`src/mcsc_defs.svh`:
```
// Purpose: offsets, field positions, reset values and counts of the main clock switchover control
// Assumes: byte addresses on a 32-bit Avalon-MM slave, one register per aligned word
// Notes: definitions only
`ifndef MCSC_DEFS_SVH
`define MCSC_DEFS_SVH

`define MCSC_OFS_SYSCLK_CTRL 4'h0
`define MCSC_OFS_OSC_RUN 4'h4
`define MCSC_OFS_OP_MODE 4'h8

`define MCSC_BIT_SELECT 4
`define MCSC_BIT_STATUS 5
`define MCSC_BIT_IH_HALT 0
`define MCSC_BIT_MX_HALT 7
`define MCSC_BIT_CRYSTAL 6
`define MCSC_BIT_EXT_IN 7

`define MCSC_RST_IH_HALT 1'h0
`define MCSC_RST_MX_HALT 1'h1
`define MCSC_BYTE_ACCESS 4'h1

`define MCSC_MIN_SWITCH_CYCLES 2
`define MCSC_F_IH_KHZ 8000
`define MCSC_F_MX_KHZ 10000

`endif

```
`src/mcsc_pkg.sv`:
```
// Purpose: types of the main clock switchover control
// Assumes: nothing
// Notes: constants live in mcsc_defs.svh
package mcsc_pkg;

	typedef enum logic [0:0] {
		MCSC_RUN = 1'b0,
		MCSC_WAIT = 1'b1
	} mcsc_state_t;

	typedef struct packed {
		logic read;
		logic write;
		logic [3:0] address;
		logic [3:0] byteenable;
		logic [31:0] writedata;
	} mcsc_req_t;

	typedef struct packed {
		logic crystal;
		logic ext_in;
		logic ih_halt;
		logic mx_halt;
	} mcsc_osc_t;

endpackage

```
`src/mcsc_sync.sv`:
```
// Purpose: two-flop synchroniser of a clock pin with rising edge pulse
// Assumes: pin toggles slower than half of CLK
// Notes: the first stage feeds only the second
`timescale 1ns/1ns
`default_nettype none
module mcsc_sync (
	// clock and reset
	input wire logic clk,
	input wire logic rst,
	// pin side
	input wire logic d,
	// logic side
	output logic rise
);
	logic s1;
	logic s2;
	logic s3;

	always_ff @(posedge clk) begin
		if (rst) begin
			s1 <= 1'b0;
			s2 <= 1'b0;
			s3 <= 1'b0;
		end else begin
			s1 <= d;
			s2 <= s1;
			s3 <= s2;
		end
	end

	assign rise = s2 & ~s3;
endmodule // mcsc_sync
`default_nettype wire

```
`src/mcsc_top.sv`:
```
// Purpose: main system clock source selection with delayed switchover
// Assumes: oscillator clocks arrive as pins sampled by CLK; an outside glitch-free mux obeys SRC
// Notes: register access over Avalon-MM with waitrequest
// What this block does
// - Select bit 4 of system clock control picks internal oscillator (0) or system clock (1).
// - After rewriting select, keep the old source a few cycles before moving.
// - Read-only bit 5 reports which source really drives the main clock.
// - Peripheral clock source moves together with the CPU clock source.
// - Delay is 2 cycles to a not slower source, else twice the frequency ratio.
// - Delay counts cycles of the source active before the switch.
// - Fractional cycle counts of the ratio are truncated.
// - Internal oscillator halt may be set only while status reads 1.
// - System clock halt may be set only while status reads 0.
// - Clock operation mode accepts one byte write after reset, later writes ignored.
`include "mcsc_defs.svh"
`timescale 1ns/1ns
`default_nettype none
module mcsc_top #(
	parameter int F_IH_KHZ = `MCSC_F_IH_KHZ,
	parameter int F_MX_KHZ = `MCSC_F_MX_KHZ
) (
	// clock and reset
	input wire logic CLK,
	input wire logic RST,
	// avalon-mm slave
	input wire logic AVS_READ,
	input wire logic AVS_WRITE,
	input wire logic [3:0] AVS_ADDRESS,
	input wire logic [3:0] AVS_BYTEENABLE,
	input wire logic [31:0] AVS_WRITEDATA,
	output logic [31:0] AVS_READDATA,
	output logic AVS_WAITREQUEST,
	// oscillator clock pins
	input wire logic IH_CLK_PIN,
	input wire logic MX_CLK_PIN,
	// clock tree control
	output logic CPU_SRC,
	output logic PERIPH_SRC,
	output logic IH_OSC_EN,
	output logic MX_OSC_EN,
	output logic CRYSTAL_MODE,
	output logic EXT_INPUT_MODE
);
	localparam int LIM_TO_MX = (F_MX_KHZ >= F_IH_KHZ) ? `MCSC_MIN_SWITCH_CYCLES :
		(`MCSC_MIN_SWITCH_CYCLES * F_IH_KHZ) / F_MX_KHZ;
	localparam int LIM_TO_IH = (F_IH_KHZ >= F_MX_KHZ) ? `MCSC_MIN_SWITCH_CYCLES :
		(`MCSC_MIN_SWITCH_CYCLES * F_MX_KHZ) / F_IH_KHZ;
	localparam logic [15:0] LIMIT_MX = 16'(LIM_TO_MX);
	localparam logic [15:0] LIMIT_IH = 16'(LIM_TO_IH);

	mcsc_pkg::mcsc_req_t req;
	mcsc_pkg::mcsc_osc_t osc;
	logic mode_crystal;
	logic mode_ext;
	logic halt_ih;
	logic halt_mx;
	mcsc_pkg::mcsc_state_t state;
	logic select;
	logic status;
	logic mode_written;
	logic ack;
	logic [15:0] count;
	logic [15:0] limit;
	logic [1:0] pin_in;
	logic [1:0] tick;
	logic old_tick;
	logic take;
	logic wr_ctrl;
	logic wr_osc;
	logic wr_mode;

	////////////////////////////////////////////////////////////////////////////////////////////
	// pin synchronisers
	assign pin_in = {MX_CLK_PIN, IH_CLK_PIN};

	genvar gi;
	generate
		for (gi = 0; gi < 2; gi++) begin : g_sync
			mcsc_sync u_sync (
				.clk(CLK),
				.rst(RST),
				.d(pin_in[gi]),
				.rise(tick[gi])
			);
		end
	endgenerate

	////////////////////////////////////////////////////////////////////////////////////////////
	// bus slave: one wait cycle, then the access completes
	assign req = '{read: AVS_READ, write: AVS_WRITE, address: AVS_ADDRESS,
		byteenable: AVS_BYTEENABLE, writedata: AVS_WRITEDATA};
	assign AVS_WAITREQUEST = (req.read | req.write) & ~ack;
	// a write lands at the edge where waitrequest is low, as the master sees it
	assign take = req.write & ack;
	assign wr_ctrl = take & (req.address == `MCSC_OFS_SYSCLK_CTRL) & req.byteenable[0];
	assign wr_osc = take & (req.address == `MCSC_OFS_OSC_RUN) & req.byteenable[0];
	assign wr_mode = take & (req.address == `MCSC_OFS_OP_MODE)
		& (req.byteenable == `MCSC_BYTE_ACCESS) & ~mode_written;

	always_ff @(posedge CLK) begin
		if (RST) begin
			ack <= 1'b0;
		end else begin
			ack <= (req.read | req.write) & ~ack;
		end
	end

	always_ff @(posedge CLK) begin
		if (RST) begin
			AVS_READDATA <= 32'h0;
		end else if (req.read & ~ack) begin
			AVS_READDATA <= 32'h0;
			case (req.address)
				`MCSC_OFS_SYSCLK_CTRL: begin
					AVS_READDATA[`MCSC_BIT_SELECT] <= select;
					AVS_READDATA[`MCSC_BIT_STATUS] <= status;
				end
				`MCSC_OFS_OSC_RUN: begin
					AVS_READDATA[`MCSC_BIT_IH_HALT] <= osc.ih_halt;
					AVS_READDATA[`MCSC_BIT_MX_HALT] <= osc.mx_halt;
				end
				`MCSC_OFS_OP_MODE: begin
					AVS_READDATA[`MCSC_BIT_CRYSTAL] <= osc.crystal;
					AVS_READDATA[`MCSC_BIT_EXT_IN] <= osc.ext_in;
				end
				default: begin
					AVS_READDATA <= 32'h0;
				end
			endcase
		end
	end

	////////////////////////////////////////////////////////////////////////////////////////////
	// registers
	always_ff @(posedge CLK) begin
		if (RST) begin
			select <= 1'b0;
		end else if (wr_ctrl) begin
			select <= req.writedata[`MCSC_BIT_SELECT];
		end
	end

	always_ff @(posedge CLK) begin
		if (RST) begin
			mode_written <= 1'b0;
			mode_crystal <= 1'b0;
			mode_ext <= 1'b0;
		end else if (wr_mode) begin
			mode_written <= 1'b1;
			mode_crystal <= req.writedata[`MCSC_BIT_CRYSTAL];
			mode_ext <= req.writedata[`MCSC_BIT_EXT_IN];
		end
	end

	// a halt request against the running source is dropped; clearing is always allowed
	always_ff @(posedge CLK) begin
		if (RST) begin
			halt_ih <= `MCSC_RST_IH_HALT;
			halt_mx <= `MCSC_RST_MX_HALT;
		end else if (wr_osc) begin
			halt_ih <= req.writedata[`MCSC_BIT_IH_HALT] & status
				& (state == mcsc_pkg::MCSC_RUN);
			halt_mx <= req.writedata[`MCSC_BIT_MX_HALT] & ~status
				& (state == mcsc_pkg::MCSC_RUN);
		end
	end

	////////////////////////////////////////////////////////////////////////////////////////////
	// switchover sequencer
	assign old_tick = status ? tick[1] : tick[0];
	assign limit = status ? LIMIT_IH : LIMIT_MX;

	always_ff @(posedge CLK) begin
		if (RST) begin
			state <= mcsc_pkg::MCSC_RUN;
			status <= 1'b0;
			count <= 16'h0;
		end else begin
			case (state)
				mcsc_pkg::MCSC_RUN: begin
					count <= 16'h0;
					if (select != status) begin
						state <= mcsc_pkg::MCSC_WAIT;
					end
				end
				mcsc_pkg::MCSC_WAIT: begin
					if (select == status) begin
						state <= mcsc_pkg::MCSC_RUN;
						count <= 16'h0;
					end else if (old_tick) begin
						if (count + 16'h1 >= limit) begin
							status <= select;
							state <= mcsc_pkg::MCSC_RUN;
							count <= 16'h0;
						end else begin
							count <= count + 16'h1;
						end
					end
				end
				default: begin
					state <= mcsc_pkg::MCSC_RUN;
				end
			endcase
		end
	end

	////////////////////////////////////////////////////////////////////////////////////////////
	// clock tree control
	assign CPU_SRC = status;
	assign PERIPH_SRC = status;
	// one driver per bit: the struct is only assembled here
	assign osc = '{crystal: mode_crystal, ext_in: mode_ext, ih_halt: halt_ih,
		mx_halt: halt_mx};
	assign IH_OSC_EN = ~osc.ih_halt;
	assign MX_OSC_EN = ~osc.mx_halt;
	assign CRYSTAL_MODE = osc.crystal;
	assign EXT_INPUT_MODE = osc.ext_in;
endmodule // mcsc_top
`default_nettype wire

```
`config.mk`:
```
export PLATFORM = sky130hd
export DESIGN_NAME = mcsc_top
export DESIGN_NICKNAME = d
export VERILOG_FILES = /design/src/mcsc_pkg.sv /design/src/mcsc_sync.sv /design/src/mcsc_top.sv
export VERILOG_INCLUDE_DIRS = /design/src /design/src/src
export SDC_FILE = /design/constraint.sdc
export NUM_CORES = 1
export LEC_CHECK = 0
export BUFFER_PORTS_ARGS = -buffer_cell sky130_fd_sc_hd__buf_2
export CAP_MARGIN = 25
export CORE_UTILIZATION = 47
export CTS_BUF_LIST = sky130_fd_sc_hd__clkbuf_4
export CTS_CLUSTER_DIAMETER = 40
export DETAILED_ROUTE_END_ITERATION = 16
export PLACE_DENSITY = 0.81
export SLEW_MARGIN = 5
export SYNTH_ARGS = -nofsm -noshare
export SYNTH_HDL_FRONTEND = slang
export SYNTH_HIERARCHICAL = 1
export SYNTH_SLANG_ARGS = --single-unit
```
`constraint.sdc`:
```
create_clock -name CLK -period 2.5 [get_ports CLK]
set_input_delay 0.5 -clock CLK [delete_from_list [all_inputs] [get_ports CLK]]
set_output_delay 0.5 -clock CLK [all_outputs]
set_load 0.01 [all_outputs]
```
==> flow_summary.ini <==
[finish]
finish.instance_area_um2 = 1900
fillers = 332
antenna_diode_instance_count = 0
fin_cells = 276
final_layout_size_suffix_gt1_share_pct = 19.6
finalNetCount = 277
areaGrowthSynthToFinish_pct = 7.80

[yosys]
synth_edf_count = 0
synth_cells = 198
synth.yosys.warnings = 6
syn_area_per_cell_um2 = 8.92
synth.area.mux_share_pct = 2.91
synth_largest_area_cell = sky130_fd_sc_hd__dfxtp_1
ff_latch_count_synth = 36
synth_top_family_by_area = simple AND/OR/NAND/NOR gates
synth-adder-area-share_pct = 1.42
yosys-top-cells-count = sky130_fd_sc_hd__dfxtp_1, sky130_fd_sc_hd__buf_4, sky130_fd_sc_hd__nor2_1, sky130_fd_sc_hd__and2_1, sky130_fd_sc_hd__nand2_1
post_synth_xor_area_fraction_pct = 2.98
post_synth_num_cell_types = 41
netlist_area_um2 = 1770
seq_area_frac_synth_pct = 40.8
most_used_flip_flop_cell_after_synthesis = sky130_fd_sc_hd__dfxtp_1
synth_compound_area_share_pct = 9.07
synth-async-reset-ratio_pct = 0
synthSimpleGateAreaFrac_pct = 28.7
synth_most_common_cell = sky130_fd_sc_hd__dfxtp_1
netlist_top_cells_area = sky130_fd_sc_hd__dfxtp_1, sky130_fd_sc_hd__buf_4, sky130_fd_sc_hd__and2_1
synthDominantCellAreaShare_pct = 40.8

[critical_path]
crit_chain = ha_1, nand2_1, nor4_2, o211a_1, o22ai_1, or4b_1, a21oi_1
crit-reg2reg-capture = count[0]
worstSetupStartpointType = flip-flop
timing.critical_path.max_delay_family = simple AND/OR/NAND/NOR gates
critical_path_arrival_ns = 2.33
crit_path_max_fanout = 7
critical_path.reg2reg.startpoint = count[0]
crit_end = count[0]
cp.depth = 7
timing.reg2reg.setup_slack_ns = 0.45
critical_path.n_buffers_inverters = 0
max_stage_delay_ns = 0.47
crit_path_top_delay_cell = sky130_fd_sc_hd__or4b_1
crit_required_ns = 2.78
worstSetupEndpointType = flip-flop
setup.worst_path.class = flip-flop to flip-flop
timing.reg2reg.worst_path_depth = 7
worst_setup_path_startpoint = count[0]

[worst_hold_path]
worstHoldPathType = input port to flip-flop

[timing]
achievable-frequency_mhz = 487
timing.final.max_slew_violations = 0
layout_setup_ws_ns = 0.449
period_minus_slack_ns = 2.05
timing.final.setup_violations = 0
timing.final.crit_share_pct = 82.1
rsz_0062_raised_after_global_routing = false
slew_headroom_pct = 57.8
clock_skew_ns = 0.00956
timing.setup.tns_ns = 0
timing_worst_slew_pin_value_ns = 0.627
hold_viol = 0

[flow_run]
max-cap-violations = 0

[placed_design]
pre_cts_ws_ns = 0.469
dp.final_hpwl_um = 2180
place.port_buffers = 29
postPlaceCellArea_um2 = 1850
placed_cell_count = 268
gp_routability_congestion = 0.836

[clock_network]
htreeDepth = 2
cts.repair.resized = 0
cts.hold.buffers_added = 0
cts_post_setup_buffers_inserted = 0
clock_tree.root_cell = sky130_fd_sc_hd__clkbuf_4
max-clock-path-buffers = 2
numCtsBuffers = 5
tritoncts_num_sinks = 36
worst_setup_hold_path_clk_slew_ns = 0.10
clock_tree_from_tritoncts = yes
clkLatencyLatePin_ns = 0.34

[floorplan]
die_w_um = 63.3
floorplan.io_pins = 85
die_area_um2 = 4010
placement_rows = 21
core_area_um2 = 3470
start_util_pct = 50.9
dieHeight_um = 63.3

[outcome]
run_status = completed

[route]
viasPerCell = 5.05
route.final.wire_length_um = 2980
num_vias = 1394
drt_iter0_drc = 57
avgRoutedWirePerCell_um = 10.8
dr.pass1.iters = 4
post-route-drc-count = 0
postRouteAntennaNets = 0

[pwr]
comb_power_share_pct = 6.5
pwr-share-clk_pct = 32.3
p_leak_nw = 0.825
powerDensity_nw_per_um2 = 500
power_switching_share_pct = 23.3
vdd_ir_drop_max_uv = 303
switching_power_w = 0.000222
power.internal_w = 0.000731
sequentialPowerShare_pct = 61.2

[global_routing]
first_pass_grt_wire_length_um = 5200
pin_count_of_the_biggest_net_entering_global_routing = 22
first_global_vias = 1151
antenna_violations_before_repair = 0
grt_overflow_total = 0
total_track_usage_pct = 17.0
==> worst register-to-register path: cells and delay by family, from the launching register on <==
| family | cells | cell delay (ns) |
|---|---|---|
| simple gates | 3 | 0.87 |
| fa+ha+maj | 1 | 0.23 |
| compound gates | 3 | 0.43 |
| flops | 1 | 0.46 |
==> kinds of logic (layout without fill, tap and decap cells) <==
kind of cell             after synthesis  count (layout)
flip-flops                            36              36
XOR/XNOR                               6               6
multiplexers                           5               5
other                                  1              27
adder cells (fa/ha/maj)                2               2
AO/OA/AOI/OAI                         24              24
buffers and inverters                 37              43
AND/OR/NAND/NOR                       87              87
==> power groups by stage <==
| stage | registers (W) | clock network, W | logic, W |
|---|---|---|---|
| after floorplan | 0.000596 | 0 | 0.0000691 |
| after global placement | 0.000596 | 0 | 0.0000607 |
| after detailed placement | 0.000596 | 0 | 0.0000620 |
| after CTS | 0.000583 | 0.000324 | 0.0000620 |
| after global routing | 0.000584 | 0.000356 | 0.0000702 |
| final | 0.000583 | 0.000308 | 0.0000623 |
==> cell usage in the layout, fill, tap and decap left out, types with 2 or more instances in the layout <==
cell / n
sky130_fd_sc_hd__a21oi_1: 9
sky130_fd_sc_hd__and3_1: 4
sky130_fd_sc_hd__a311oi_1: 2
sky130_fd_sc_hd__nor4b_1: 4
sky130_fd_sc_hd__clkbuf_4: 7
sky130_fd_sc_hd__nand2b_1: 3
sky130_fd_sc_hd__nor2b_1: 7
sky130_fd_sc_hd__nand3_1: 9
sky130_fd_sc_hd__mux2i_1: 4
sky130_fd_sc_hd__ha_1: 2
sky130_fd_sc_hd__nor4_1: 2
sky130_fd_sc_hd__buf_2: 29
sky130_fd_sc_hd__xor2_1: 2
sky130_fd_sc_hd__nor2_1: 15
sky130_fd_sc_hd__conb_1: 27
sky130_fd_sc_hd__nor2b_2: 2
sky130_fd_sc_hd__a31oi_1: 3
sky130_fd_sc_hd__o21ai_0: 2
sky130_fd_sc_hd__and2_1: 13
sky130_fd_sc_hd__xnor2_1: 4
sky130_fd_sc_hd__nor3_1: 9
sky130_fd_sc_hd__inv_1: 5
sky130_fd_sc_hd__nand2_1: 12
sky130_fd_sc_hd__dfxtp_1: 36
==> routing by layer <==
metal | vias up | part of all wire (%) | track usage (%) | wire length (um)
li1 | 691 | - | - | -
met1 | 639 | 45 | 21.4 | 1350
met2 | 58 | 46 | 24.5 | 1360
met3 | 6 | 6.8 | 7.25 | 203
met4 | 0 | 2.2 | 8.52 | 65
met5 | - | 0 | 0 | 0
==> worst min-delay path by stage <==
stage,start,to,cells past startpoint
2_1_floorplan,g_sync[0].u_sync/s1,g_sync[0].u_sync/s2,1
3_3_place_gp,g_sync[0].u_sync/s1,g_sync[0].u_sync/s2,1
3_5_place_dp,g_sync[1].u_sync/s1,g_sync[1].u_sync/s2,1
4_1_cts,MX_CLK_PIN,g_sync[1].u_sync/s1,2
5_1_grt,MX_CLK_PIN,g_sync[1].u_sync/s1,2
6_report,MX_CLK_PIN,g_sync[1].u_sync/s1,2
==> cell type report <==
type | count | area, um2 | share of cell area (%)
timing repair buffer | 30 | 153 | 8.02
clock inverter | 1 | 3.75 | 0.197
inverter | 5 | 18.8 | 0.986
clock buffer | 7 | 52.6 | 2.76
tap | 46 | 57.6 | 3.02
multi-input combinational | 151 | 897 | 47.1
sequential | 36 | 721 | 37.9
==> sequential cells by signal, indices dropped and copies added (netlist names) <==
register / count
AVS_READDATA: 5
CPU_SRC: 1
CRYSTAL_MODE: 1
EXT_INPUT_MODE: 1
ack: 1
count: 16
g_sync.u_sync/s1: 2
g_sync.u_sync/s2: 2
g_sync.u_sync/s3: 2
halt_ih: 1
halt_mx: 1
mode_written: 1
select: 1
state: 1
==> through the flow <==
stage / util, % / hold slack (ns) / power (W)
finish: 54.9 / 0.371 / 0.000952
floorplan: - / 0.414 / 0.000665
global placement: 53.2 / 0.417 / 0.000657
global route: 54.9 / 0.338 / 0.00101
detailed placement: 53.2 / 0.426 / 0.000658
CTS: 54.9 / 0.352 / 0.000969
Power figures use the tool's default switching activity.
